### src/core/pmc_defines.svh
// timing counts, field positions and encodings for the power-mode controller
`ifndef PMC_DEFINES_SVH
`define PMC_DEFINES_SVH
`define PMC_CTL_ARM_BIT 15
`define PMC_CTL_WIDTH 16
`define PMC_WAKE_WIDTH 16
`define PMC_SCR_WIDTH 16
`define PMC_SAVE_SLEEP 1'b0
`define PMC_SAVE_IDLE 1'b1
`define PMC_ARM_WINDOW_CYC 3'h1
`define PMC_UNLOCK_WINDOW_CYC 3'h5
`define PMC_CTL_RESET 16'h0000
`define PMC_WAKE_RESET 16'h0000
`endif

### src/core/pmc_pkg.sv
// types shared by the power-mode controller files
package pmc_pkg;
   // power modes held by the controller
   typedef enum logic [2:0] {
      PMC_RUN,
      PMC_IDLE,
      PMC_SLEEP,
      PMC_LV_SLEEP,
      PMC_DEEP,
      PMC_RET_DEEP,
      PMC_BATTERY
   } pmc_mode_e;
   // domain enables that leave the controller together
   typedef struct packed {
      logic cpu_run;
      logic periph_sys_clk;
      logic periph_lp_clk;
      logic ram_keep;
      logic flash_power;
      logic io_freeze;
      logic calendar_run;
      logic scratch_keep;
   } pmc_domain_s;
   // wake sources seen by the controller
   typedef struct packed {
      logic any_irq;
      logic irq_zero;
      logic wdt_timeout;
      logic calendar_alarm;
      logic ds_watchdog;
      logic dev_reset;
   } pmc_wake_s;
endpackage

### src/core/pmc_double_write.sv
// double-write lock for one protected register
`timescale 1ns/1ns
module pmc_double_write #(
   parameter int W = 16
) (
   input wire logic mclk, // system clock
   input wire logic rstn, // async reset, active low
   input wire logic wr, // write strobe from core
   input wire logic [W-1:0] wdata, // write data
   input wire logic other_wr, // write to another register breaks pairing
   output logic commit, // pulse: second identical write
   output logic [W-1:0] cdata // committed data
);
   logic armed; // first of a pair seen
   logic [W-1:0] first; // data of the first write
   logic next_armed;
   logic [W-1:0] next_first;
   // pair detection: any different write restarts the pair
   always_comb begin
      next_armed = armed;
      next_first = first;
      commit = 1'b0;
      if (wr && !other_wr) begin
         if (armed && wdata == first) begin
            commit = 1'b1;
            next_armed = 1'b0;
         end else begin
            next_armed = 1'b1;
            next_first = wdata;
         end
      end else begin
         // pairs must be back to back: a gap or a clashing write ends the pair
         next_armed = 1'b0;
      end
   end
   assign cdata = first;
   // registers only
   always_ff @(posedge mclk or negedge rstn) begin
      if (!rstn) begin
         armed <= 1'b0;
         first <= '0;
      end else begin
         armed <= next_armed;
         first <= next_first;
      end
   end
endmodule

### src/core/pmc_ctrl.sv
// power-mode controller: mode state machine, deep-sleep lock, wake and resume
`timescale 1ns/1ns
`include "pmc_defines.svh"
module pmc_ctrl (
   input wire logic mclk, // system clock, 250 MHz
   input wire logic rstn, // async reset, active low
   input wire logic save_req, // pulse: power-save instruction executes
   input wire logic save_kind, // 0 sleep constant, 1 idle constant
   input wire logic instr_step, // pulse: one instruction cycle retired
   input wire logic ctl_wr, // deep-sleep control write strobe
   input wire logic [15:0] ctl_wdata, // deep-sleep control write data
   input wire logic wake_wr, // wake-source register write strobe
   input wire logic [15:0] wake_wdata, // wake-source write data
   input wire logic scr0_wr, // scratch zero write strobe
   input wire logic scr1_wr, // scratch one write strobe
   input wire logic [15:0] scr_wdata, // scratch write data
   input wire logic retention_regulator_enable, // firmware enable bit
   input wire logic retention_config_fuse, // fuse, 0 means programmed
   input wire logic battery_calendar_keep, // 0 excludes calendar in battery
   input wire logic calendar_enable, // firmware enabled the calendar
   input wire pmc_pkg::pmc_wake_s wake_in, // wake events, same clock domain
   input wire logic master_clear_pin, // pin, active high assertion
   input wire logic supply_good, // pin, main supply present
   output pmc_pkg::pmc_mode_e mode, // current power mode
   output pmc_pkg::pmc_domain_s domains, // domain enables
   output logic regulator_on, // retention regulator enabled
   output logic [15:0] deep_sleep_control, // control register
   output logic [15:0] deep_sleep_wake_source, // wake-source register
   output logic [15:0] backup_scratch_zero, // scratch zero
   output logic [15:0] backup_scratch_one, // scratch one
   output logic wake_pulse, // pulse: core resumes
   output logic resume_reset_vector, // resume at reset vector (with wake_pulse)
   output logic service_irq, // pulse: take pending interrupt after wake
   output logic por_reset // pulse: power-on type reset request, held high while master clear is held
);
   // pin synchronisers; first stage read only by second
   logic [1:0] master_clear_pin_sync;
   logic [1:0] vdd_sync;
   logic master_clear_pin_s;
   logic vdd_s;
   logic vdd_prev; // for supply edge detection
   always_ff @(posedge mclk or negedge rstn) begin
      if (!rstn) begin
         master_clear_pin_sync <= 2'h0;
         vdd_sync <= 2'h3;
         vdd_prev <= 1'b1;
      end else begin
         master_clear_pin_sync <= {master_clear_pin_sync[0], master_clear_pin};
         vdd_sync <= {vdd_sync[0], supply_good};
         vdd_prev <= vdd_sync[1];
      end
   end
   assign master_clear_pin_s = master_clear_pin_sync[1];
   assign vdd_s = vdd_sync[1];

   // protected register pairing
   logic ctl_commit;
   logic wake_commit;
   logic scr0_commit;
   logic scr1_commit;
   logic [15:0] ctl_cdata;
   logic [15:0] wake_cdata;
   logic [15:0] scr0_cdata;
   logic [15:0] scr1_cdata;
   pmc_double_write #(.W(16)) u_ctl (
      .mclk(mclk), .rstn(rstn), .wr(ctl_wr), .wdata(ctl_wdata),
      .other_wr(wake_wr | scr0_wr | scr1_wr),
      .commit(ctl_commit), .cdata(ctl_cdata));
   pmc_double_write #(.W(16)) u_wake (
      .mclk(mclk), .rstn(rstn), .wr(wake_wr), .wdata(wake_wdata),
      .other_wr(ctl_wr | scr0_wr | scr1_wr),
      .commit(wake_commit), .cdata(wake_cdata));
   pmc_double_write #(.W(16)) u_scr0 (
      .mclk(mclk), .rstn(rstn), .wr(scr0_wr), .wdata(scr_wdata),
      .other_wr(ctl_wr | wake_wr | scr1_wr),
      .commit(scr0_commit), .cdata(scr0_cdata));
   pmc_double_write #(.W(16)) u_scr1 (
      .mclk(mclk), .rstn(rstn), .wr(scr1_wr), .wdata(scr_wdata),
      .other_wr(ctl_wr | wake_wr | scr0_wr),
      .commit(scr1_commit), .cdata(scr1_cdata));

   // regulator is a pure gate of fuse and firmware bit
   assign regulator_on = ~retention_config_fuse & retention_regulator_enable;

   // decode of one request into exactly one target mode
   function automatic pmc_pkg::pmc_mode_e pick_target(input logic kind, input logic arm,
                                                     input logic reg_on);
      if (kind == `PMC_SAVE_IDLE)
         pick_target = pmc_pkg::PMC_IDLE;
      else if (arm && reg_on)
         pick_target = pmc_pkg::PMC_RET_DEEP;
      else if (arm)
         pick_target = pmc_pkg::PMC_DEEP;
      else if (reg_on)
         pick_target = pmc_pkg::PMC_LV_SLEEP;
      else
         pick_target = pmc_pkg::PMC_SLEEP;
   endfunction

   // control state
   pmc_pkg::pmc_mode_e next_mode;
   logic [15:0] next_ctl;
   logic [15:0] next_wake;
   logic [15:0] next_scr0;
   logic [15:0] next_scr1;
   logic [2:0] arm_age; // instruction cycles since arm commit
   logic [2:0] next_arm_age;
   logic irq_held; // interrupt coincident with entry
   logic next_irq_held;
   logic next_wake_pulse;
   logic next_resume_reset;
   logic next_service;
   logic next_por;
   logic arm;
   logic deep_wake;
   logic ss_wake;
   assign arm = deep_sleep_control[`PMC_CTL_ARM_BIT];
   // deep modes ignore general interrupts
   assign deep_wake = wake_in.irq_zero | wake_in.calendar_alarm |
      wake_in.ds_watchdog | wake_in.dev_reset;
   assign ss_wake = wake_in.any_irq | wake_in.wdt_timeout | wake_in.dev_reset;

   // mode machine and protected registers
   always_comb begin
      next_mode = mode;
      next_ctl = deep_sleep_control;
      next_wake = deep_sleep_wake_source;
      next_scr0 = backup_scratch_zero;
      next_scr1 = backup_scratch_one;
      next_arm_age = arm_age;
      next_irq_held = irq_held;
      next_wake_pulse = 1'b0;
      next_resume_reset = resume_reset_vector;
      next_service = 1'b0;
      next_por = 1'b0;
      if (scr0_commit)
         next_scr0 = scr0_cdata;
      if (scr1_commit)
         next_scr1 = scr1_cdata;
      if (wake_commit)
         next_wake = wake_cdata;
      if (ctl_commit) begin
         next_ctl = ctl_cdata;
         next_arm_age = 3'h0;
         if (ctl_cdata[`PMC_CTL_ARM_BIT])
            next_wake = `PMC_WAKE_RESET;
      end else if (arm && instr_step) begin
         // arm expires when the instruction does not follow in time
         if (arm_age >= `PMC_ARM_WINDOW_CYC)
            next_ctl[`PMC_CTL_ARM_BIT] = 1'b0;
         else
            next_arm_age = arm_age + 3'h1;
      end
      // an interrupt inside the unlock window breaks it
      if (arm && wake_in.any_irq && mode == pmc_pkg::PMC_RUN && !save_req)
         next_ctl[`PMC_CTL_ARM_BIT] = 1'b0;
      unique case (mode)
         pmc_pkg::PMC_RUN: begin
            if (save_req) begin
               next_mode = pick_target(save_kind, arm, regulator_on);
               next_irq_held = wake_in.any_irq;
            end
         end
         pmc_pkg::PMC_IDLE, pmc_pkg::PMC_SLEEP, pmc_pkg::PMC_LV_SLEEP: begin
            // held interrupt wakes at once after entry completes
            if (irq_held || ss_wake) begin
               next_mode = pmc_pkg::PMC_RUN;
               next_wake_pulse = 1'b1;
               next_resume_reset = 1'b0;
               next_service = irq_held | wake_in.any_irq;
               next_irq_held = 1'b0;
            end
         end
         pmc_pkg::PMC_DEEP: begin
            if (deep_wake || irq_held) begin
               next_mode = pmc_pkg::PMC_RUN;
               next_wake_pulse = 1'b1;
               next_resume_reset = 1'b1;
               next_por = 1'b1;
               next_irq_held = 1'b0;
               next_ctl[`PMC_CTL_ARM_BIT] = 1'b0;
            end
         end
         pmc_pkg::PMC_RET_DEEP: begin
            if (deep_wake || irq_held) begin
               next_mode = pmc_pkg::PMC_RUN;
               next_wake_pulse = 1'b1;
               next_resume_reset = 1'b0;
               next_service = irq_held;
               next_irq_held = 1'b0;
               next_ctl[`PMC_CTL_ARM_BIT] = 1'b0;
            end
         end
         pmc_pkg::PMC_BATTERY: begin
            // only supply restoration leaves battery mode
            if (vdd_s) begin
               next_mode = pmc_pkg::PMC_RUN;
               next_wake_pulse = 1'b1;
               next_resume_reset = 1'b1;
               next_por = 1'b1;
            end
         end
      endcase
      // supply loss overrides every instruction mode
      if (!vdd_s && vdd_prev) begin
         next_mode = pmc_pkg::PMC_BATTERY;
         next_irq_held = 1'b0;
         next_wake_pulse = 1'b0;
         next_service = 1'b0;
         if (mode != pmc_pkg::PMC_RET_DEEP)
            next_por = 1'b1;
      end
      // master clear wins over everything but supply loss
      if (master_clear_pin_s && vdd_s) begin
         next_mode = pmc_pkg::PMC_RUN;
         next_wake_pulse = mode != pmc_pkg::PMC_RUN;
         next_resume_reset = 1'b1;
         next_por = 1'b1;
         next_service = 1'b0;
         next_irq_held = 1'b0;
         next_ctl = `PMC_CTL_RESET;
      end
   end

   // register stage
   always_ff @(posedge mclk or negedge rstn) begin
      if (!rstn) begin
         mode <= pmc_pkg::PMC_RUN;
         deep_sleep_control <= `PMC_CTL_RESET;
         deep_sleep_wake_source <= `PMC_WAKE_RESET;
         backup_scratch_zero <= 16'h0000;
         backup_scratch_one <= 16'h0000;
         arm_age <= 3'h0;
         irq_held <= 1'b0;
         wake_pulse <= 1'b0;
         resume_reset_vector <= 1'b1;
         service_irq <= 1'b0;
         por_reset <= 1'b0;
      end else begin
         mode <= next_mode;
         deep_sleep_control <= next_ctl;
         deep_sleep_wake_source <= next_wake;
         backup_scratch_zero <= next_scr0;
         backup_scratch_one <= next_scr1;
         arm_age <= next_arm_age;
         irq_held <= next_irq_held;
         wake_pulse <= next_wake_pulse;
         resume_reset_vector <= next_resume_reset;
         service_irq <= next_service;
         por_reset <= next_por;
      end
   end

   // domain enables from the current mode
   always_comb begin
      domains = '0;
      domains.scratch_keep = 1'b1;
      domains.calendar_run = calendar_enable;
      unique case (mode)
         pmc_pkg::PMC_RUN: begin
            domains.cpu_run = 1'b1;
            domains.periph_sys_clk = 1'b1;
            domains.periph_lp_clk = 1'b1;
            domains.ram_keep = 1'b1;
            domains.flash_power = 1'b1;
         end
         pmc_pkg::PMC_IDLE: begin
            domains.periph_sys_clk = 1'b1;
            domains.periph_lp_clk = 1'b1;
            domains.ram_keep = 1'b1;
            domains.flash_power = 1'b1;
         end
         pmc_pkg::PMC_SLEEP, pmc_pkg::PMC_LV_SLEEP: begin
            domains.periph_lp_clk = 1'b1;
            domains.ram_keep = 1'b1;
            domains.flash_power = 1'b1;
            domains.io_freeze = 1'b1;
         end
         pmc_pkg::PMC_DEEP: begin
            domains.io_freeze = 1'b1;
         end
         pmc_pkg::PMC_RET_DEEP: begin
            domains.io_freeze = 1'b1;
            domains.ram_keep = 1'b1;
         end
         pmc_pkg::PMC_BATTERY: begin
            domains.calendar_run = calendar_enable & battery_calendar_keep;
         end
      endcase
   end

   // checks
   plain_deep_vector_a: assert property (@(posedge mclk) disable iff (!rstn)
      (mode == pmc_pkg::PMC_DEEP && next_mode == pmc_pkg::PMC_RUN)
      |=> resume_reset_vector && por_reset) else $error("deep exit not at reset vector");
   ret_deep_entry_a: assert property (@(posedge mclk) disable iff (!rstn)
      (mode == pmc_pkg::PMC_RUN && save_req && save_kind == `PMC_SAVE_SLEEP && arm
       && regulator_on && !master_clear_pin_s && !(vdd_prev && !vdd_s))
      |=> mode == pmc_pkg::PMC_RET_DEEP) else $error("retention deep not entered");
   idle_entry_a: assert property (@(posedge mclk) disable iff (!rstn)
      (mode == pmc_pkg::PMC_RUN && save_req && save_kind == `PMC_SAVE_IDLE
       && !master_clear_pin_s && !(vdd_prev && !vdd_s))
      |=> mode == pmc_pkg::PMC_IDLE ##0 !domains.cpu_run ##0 domains.periph_sys_clk)
      else $error("idle entry wrong");
   held_irq_wake_a: assert property (@(posedge mclk) disable iff (!rstn)
      (mode == pmc_pkg::PMC_RUN && save_req && save_kind == `PMC_SAVE_IDLE && wake_in.any_irq
       && !master_clear_pin_s && vdd_s && vdd_prev)
      |=> ##1 service_irq) else $error("held irq not serviced");
   deep_domains_a: assert property (@(posedge mclk) disable iff (!rstn)
      mode == pmc_pkg::PMC_DEEP |-> domains.io_freeze && !domains.flash_power
      && !domains.ram_keep && !domains.periph_sys_clk) else $error("deep domains wrong");
   master_clear_pin_por_a: assert property (@(posedge mclk) disable iff (!rstn)
      (master_clear_pin_s && vdd_s) |=> por_reset && mode == pmc_pkg::PMC_RUN && resume_reset_vector)
      else $error("master clear no por");
   arm_clears_wake_a: assert property (@(posedge mclk) disable iff (!rstn)
      (ctl_commit && ctl_cdata[`PMC_CTL_ARM_BIT] && !master_clear_pin_s)
      |=> deep_sleep_wake_source == 16'h0000) else $error("wake sources not cleared");
   lv_sleep_entry_a: assert property (@(posedge mclk) disable iff (!rstn)
      (mode == pmc_pkg::PMC_RUN && save_req && save_kind == `PMC_SAVE_SLEEP && !arm
       && !retention_config_fuse && retention_regulator_enable && !master_clear_pin_s
       && !(vdd_prev && !vdd_s)) |=> mode == pmc_pkg::PMC_LV_SLEEP)
      else $error("low-voltage sleep not entered");
   irq_breaks_arm_a: assert property (@(posedge mclk) disable iff (!rstn)
      (arm && wake_in.any_irq && mode == pmc_pkg::PMC_RUN && !save_req)
      |=> !deep_sleep_control[`PMC_CTL_ARM_BIT]) else $error("irq did not break unlock");
   single_write_a: assert property (@(posedge mclk) disable iff (!rstn)
      (scr0_wr && !$past(scr0_wr)) |=> $stable(backup_scratch_zero))
      else $error("single write took effect");
   arm_expiry_a: assert property (@(posedge mclk) disable iff (!rstn)
      (arm && instr_step && arm_age >= `PMC_ARM_WINDOW_CYC && !ctl_commit
       && mode == pmc_pkg::PMC_RUN) |=> !deep_sleep_control[`PMC_CTL_ARM_BIT])
      else $error("arm not expired");
endmodule

### config.mk
export PLATFORM = sky130hd
export DESIGN_NAME = pmc_ctrl
export DESIGN_NICKNAME = d
export VERILOG_FILES = /design/src/core/pmc_pkg.sv /design/src/core/pmc_double_write.sv /design/src/core/pmc_ctrl.sv
export VERILOG_INCLUDE_DIRS = /design/src /design/src/core
export SDC_FILE = /design/constraint.sdc
export NUM_CORES = 1
export LEC_CHECK = 0
export ABC_AREA = 0
export ABC_CLOCK_PERIOD_IN_PS = 4870
export BUFFER_PORTS_ARGS = -buffer_cell sky130_fd_sc_hd__buf_4
export CELL_PAD_IN_SITES_DETAIL_PLACEMENT = 0
export CELL_PAD_IN_SITES_GLOBAL_PLACEMENT = 1
export CORE_AREA = 2 2 124 126
export CTS_CLUSTER_SIZE = 28
export DETAILED_ROUTE_END_ITERATION = 16
export DIE_AREA = 0 0 126 128
export PLACE_DENSITY = 0.87
export SYNTH_ARGS = -nofsm -noshare
export SYNTH_HDL_FRONTEND = slang
export SYNTH_SLANG_ARGS = --single-unit
### constraint.sdc
create_clock -name mclk -period 4.87 [get_ports mclk]
set_input_delay 1.461 -clock mclk [delete_from_list [all_inputs] [get_ports mclk]]
set_output_delay 1.461 -clock mclk [all_outputs]
set_load 0.05 [all_outputs]
# --- Word level (Yosys, flattened, before mapping) ---
# Cells that the tools add are included.
word_totals:
  ff_bits: 148
  output_inout_bits: 80
  wordCells: 180
op_classes:
  n_bitwise: 20
  n_mux: 72
  magnitude_cmp: 1
  n_reduce_logical: 43
  addsub: 1
  n_eq_ne: 20
ops:
  columns: ["operator", "count"]
  rows:
  - ["$eq 16x16->1", 4]
  - ["$mux 16", 4]
  - ["$mux 1", 49]
  - ["$mux 3", 12]
  - ["$logic_and 1x1->1", 15]
  - ["$mux 15", 1]
  - ["$ne 3x3->1 const B", 5]
  - ["$or 1x1->1", 13]
  - ["$pmux 3 s4", 1]
  - ["$reduce_and 2->1", 5]
  - ["$reduce_bool 5->1", 2]
  - ["$eq 3x3->1 const B", 3]
  - ["$ne 4x4->1 const B", 2]
  - ["$reduce_and 4->1", 2]
  - ["$reduce_or 4->1", 2]
  - ["$eq 3x2->1 const B", 2]
  - ["$logic_not 1->1", 6]
  - ["$pmux 1 s3", 2]
  - ["$not 1->1", 5]
  - ["$reduce_and 5->1", 1]
  - ["$reduce_or 5->1", 1]
  - ["$ne 4x1->1 const B", 1]
  - ["$ne 4x2->1 const B", 1]
  - ["$pmux 1 s2", 2]
  - ["other kinds (12)", 16]

# --- Logic depth before layout (Yosys ltp) ---
logic_depth:
  depth_word: 10
  depth_mapped: 8
  mapped_depth_nobuf: 6

# --- By module ---
# A second synthesis with hierarchy kept.
unflattened:
  hier_cells: 519
  area_unflattened_um2: 6905.4
by_module_without_submodules:
  columns: ["module", "seq_area_each_um2", "cells_per_inst", "n_inst", "area_each_um2"]
  rows:
  - ["pmc_ctrl", 2006.9, 279, 1, 3462.1]
  - ["pmc_double_write", 425.4, 60, 4, 860.8]

# --- Least setup slack after synthesis ---
# OpenSTA, ideal clock, no wires.
synth_path:
  path_kind: "input-to-output"
  from: "in retention_regulator_enable"
  to: "out regulator_on"
  cell_stages: 1
  path_slack_ns: 1.209
  arrival_ns: 2.200
  cell_sequence: "nor2b_1"
synth_between:
  elab_chain_len: 1
synth_rtl:
  columns: ["item", "line", "rtl"]
  rows:
  - ["from (decl)", "pmc_ctrl.sv:17", "input wire logic retention_regulator_enable,"]
  - ["$and 1x1->1", "pmc_ctrl.sv:83", "assign regulator_on = ~retention_config_fuse & retention_regulator_enable;"]
  - ["to (decl)", "pmc_ctrl.sv:26", "output logic regulator_on,"]
# No other way between the ends.

==> summary.txt <==
Run status
  • Result of the run: finished clean

Pwr
  • Leak: 4.118 nW
  • VDD IR max: 0.2506 mV
  • Switching Share: 25.14%
  • Pwr dens: 394.6 nW/um^2
  • Clock network fraction of total power: 42.7%
  • Reg power frac: 43.2%
  • Internal power: 2.582 mW
  • Comb power frac: 14.1%
  • Power spent charging and discharging nets: 0.8672 mW

STA
  • RSZ-0062 raised after global routing: no
  • Actual slew at the worst max-slew pin: 1.026 ns
  • Minimum clock period after layout: 3.481 ns
  • Setup violations, final: 0
  • Final Hold Fails: 0
  • Summed negative setup slack over all endpoints: 0 ns
  • Top achievable clock speed: 287.3 MHz
  • Tightest slew margin relative to the limit: 31.59%
  • Setup skew after layout: 0.009018 ns
  • Final period util: 71.47%
  • Count of final max-slew check failures: 0

Setup path
  • Highest net fanout along the worst path: 1
  • Startpoint type of the worst setup path: input pin
  • Largest stage delay on the critical path: 0.26 ns
  • Endpoint kind of the worst setup timing path: output pin
  • Data required time of the critical path: 3.41 ns
  • Max stage delay cell, worst path: sky130_fd_sc_hd__o31a_1
  • Critical Path, Cell by Cell: buf_4, o31a_1, buf_4
  • Arr. time, crit path: 2.02 ns
  • Crit Path Category: in2out
  • CP dominant cell by count: sky130_fd_sc_hd__buf_4
  • Reg2reg setup slack: 2.38 ns

Cells and area
  • Cell area after layout: 8741 um^2
  • Fraction of layout instances using a drive strength above 1: 41.35%
  • Count of filler cells inserted in the layout: 1242
  • Final cell count without fillers: 899
  • Antenna diode instance count: 0
  • Synth-to-Final Area Change: 28.44%
  • Post-layout utilization of the core: 58.80%
  • Total area of multi-input combinational cells: 2888 um^2
  • Total number of nets in the final design: 769
  • Sequential standard cell area: 3709 um^2

Synthesis
  • Synthesized-area fraction occupied by xor and xnor cells: 8.108%
  • Cell with the most instances after synthesis: sky130_fd_sc_hd__dfrtp_1
  • Share of the yosys chip area belonging to registers: 54.50%
  • Avg Cell Area, Syn: 12.40 um^2
  • Synth top cells by count: sky130_fd_sc_hd__dfrtp_1 (144), sky130_fd_sc_hd__mux2_2 (89), sky130_fd_sc_hd__xor2_1 (56)
  • Simple-Gate Fraction of Synth Area: 9.671%
  • Commonest register cell after synthesis: sky130_fd_sc_hd__dfrtp_1
  • Synthesized net count: 620
  • Combinational family with the most area after synthesis: multiplexers
  • Synth top area cells: sky130_fd_sc_hd__dfrtp_1 (53%), sky130_fd_sc_hd__mux2_2 (15%), sky130_fd_sc_hd__xor2_1 (7.2%)
  • Synth async-reset ratio: 100.0%
  • Mux share of post-synthesis cell area: 16.00%
  • Area of the mapped netlist: 6805 um^2
  • Number of enable flip-flop cells after synthesis: 0
  • Warning count from the yosys run: 0
  • Largest area contributor in the synthesized netlist: sky130_fd_sc_hd__dfrtp_1
  • Post-Syn Instances: 549
  • Distinct cell type count after synthesis: 54
  • Compound-Gate Fraction of Synth Area: 8.237%
  • Register bit count reported by yosys: 148
  • Fraction of synthesized cell area taken by the top area cell type: 52.95%
  • Adder and majority cell fraction of the synthesized area: 0.3677%

Route
  • Routed length per placed instance: 18.20 um
  • Remaining routing DRC violations: 0
  • Length of the first detailed-routing pass in iterations: 5
  • Post-Route WL: 16.36 mm
  • Number of vias after detailed routing: 4944
  • Vias per std cell: 5.499
  • Drt initial violations: 343
  • Final antenna-violating net count: 0

Clocking
  • Clock insertion delay at the later pin of the skew report: 0.42 ns
  • CTS tree: built
  • Number of sinks handled by clock tree synthesis: 148
  • CTS max path bufs: 2
  • Post-CTS clock slew at the launch and capture registers of the worst setup and hold paths: 0.05 ns
  • # resized after CTS: 0
  • CTS HTree Levels: 4
  • Total clock buffers created by CTS: 17
  • Root buffer cell: sky130_fd_sc_hd__clkbuf_16
  • Number of setup buffers added after CTS: 0
  • Hold-fix buffers at CTS: 0

Floorplan
  • Die Wd: 126 um
  • Core footprint: 14860 um^2
  • Die H: 128 um
  • Total die area: 16130 um^2
  • Starting Density: 45.78%
  • Core Rows: 45
  • # IOs: 149

Place
  • DP HPWL: 11.47 mm
  • Buffers on Ports: 147
  • Area post-placement: 8074 um^2
  • Routability-driven placement congestion ratio: 0.9219
  • Placed cell count: 867

Global route
  • GR met1 Demand/Resource: 26.31%
  • Met3 Usage GRT: 6.052%
  • First-pass GRT wire length: 26.01 mm
  • Most congested layer reported by global routing: met2
  • Number of global-route vias before repair: 5065
  • Initial antenna violation count: 0
  • Pin count of the biggest net entering global routing: 115
  • GRT met2 Usage: 33.81%
  • Overall Global Routing Usage: 20.40%
  • Leftover overflow at the end of global routing: 0

Min path
  • Class of the tightest hold or removal check: reg2reg

Job
  • Maximum Capacitance Violations: 0
[worst paths after layout]
| check | start | to | cells past startpoint |
|---|---|---|---|
| worst min-delay path | vdd_sync[0]$_DFF_PN1_ | vdd_sync[1]$_DFF_PN1_ | 0 |
| min in group asynchronous | rstn | backup_scratch_one[8]$_DFFE_PN0P_ | 1 |
| max in group asynchronous | rstn | deep_sleep_control[7]$_DFFE_PN0P_ | 2 |
| worst max register to register | u_ctl.cdata[5]$_DFFE_PN0P_ | deep_sleep_control[15]$_DFF_PN0_ | 6 |
| worst max-delay path | battery_calendar_keep | domains[1] | 3 |
| worst min register to register | vdd_sync[0]$_DFF_PN1_ | vdd_sync[1]$_DFF_PN1_ | 0 |
[cell families after synthesis]
family,count (synthesis)
other,1
adder cells (fa/ha/maj),2
AO/OA/AOI/OAI,91
flip-flops,148
multiplexers,97
AND/OR/NAND/NOR,106
XOR/XNOR,63
buffers and inverters,41
[worst max-delay path, delay by kind of cell]
kind / cells / cell delay, ns
AO/OA/AOI/OAI: 1 / 0.26
buffers and inverters: 2 / 0.30
[per-stage QoR]
step                      power, mW  hold slack (ns)  setup WS, ns
final                         3.450           0.3551         1.389
after global routing          3.588           0.3578         1.373
after CTS                     3.472           0.3567         1.388
after detailed placement      1.993           0.3484         1.144
after global placement        1.971           0.3328         1.236
after floorplan               1.799           0.3312         1.209
[area by class of cell]
type                    count  share of cell area (%)
clock buffers              22                   5.311
clock inverters            10                   2.319
inverters                  12                  0.5153
multi-input cells         360                   33.04
flip-flops and latches    148                   42.43
well taps                 188                   2.691
repair buffers            159                   13.70
[state kept, by name, summed over array words and instances (netlist names)]
register,cells
vdd_sync,2
deep_sleep_control,16
vdd_prev,1
resume_reset_vector,1
deep_sleep_wake_source,16
u_wake.armed,1
wake_pulse,1
u_scr1.armed,1
backup_scratch_zero,16
por_reset,1
u_scr0.cdata,16
u_ctl.armed,1
backup_scratch_one,16
irq_held,1
mode,3
master_clear_pin_sync,2
u_scr1.cdata,16
arm_age,3
service_irq,1
u_wake.cdata,16
u_ctl.cdata,16
u_scr0.armed,1
[power groups by stage]
stage               clock network (mW)  logic (mW)  registers (mW)
CTS                               1.49       0.489            1.49
global placement                     0       0.471            1.50
floorplan                            0       0.302            1.50
finish                            1.47       0.485            1.49
global route                      1.55       0.528            1.51
detailed placement                   0       0.485            1.51
[cells in the final DEF, fill, tap and decap left out, types with 7 or more instances in the layout]
cell type / count
sky130_fd_sc_hd__buf_4: 158
sky130_fd_sc_hd__dfrtp_1: 144
sky130_fd_sc_hd__mux2_2: 89
sky130_fd_sc_hd__xor2_1: 56
sky130_fd_sc_hd__a21oi_1: 37
sky130_fd_sc_hd__nand4_1: 35
sky130_fd_sc_hd__o21ai_0: 24
sky130_fd_sc_hd__clkbuf_16: 17
sky130_fd_sc_hd__inv_1: 12
sky130_fd_sc_hd__nor4_1: 12
sky130_fd_sc_hd__nor2_1: 11
sky130_fd_sc_hd__nand2_1: 11
sky130_fd_sc_hd__o21ai_1: 10
sky130_fd_sc_hd__xnor2_1: 7
[per-layer routing]
layer | share of wire (%) | wire length, um | up-vias
met3 | 5.2 | 847 | 10
li1 | - | - | 2270
met5 | 0 | 0 | -
met4 | 0.87 | 143 | 0
met2 | 51 | 8331 | 152
met1 | 43 | 7036 | 2512
(Power assumes the default switching activity.)
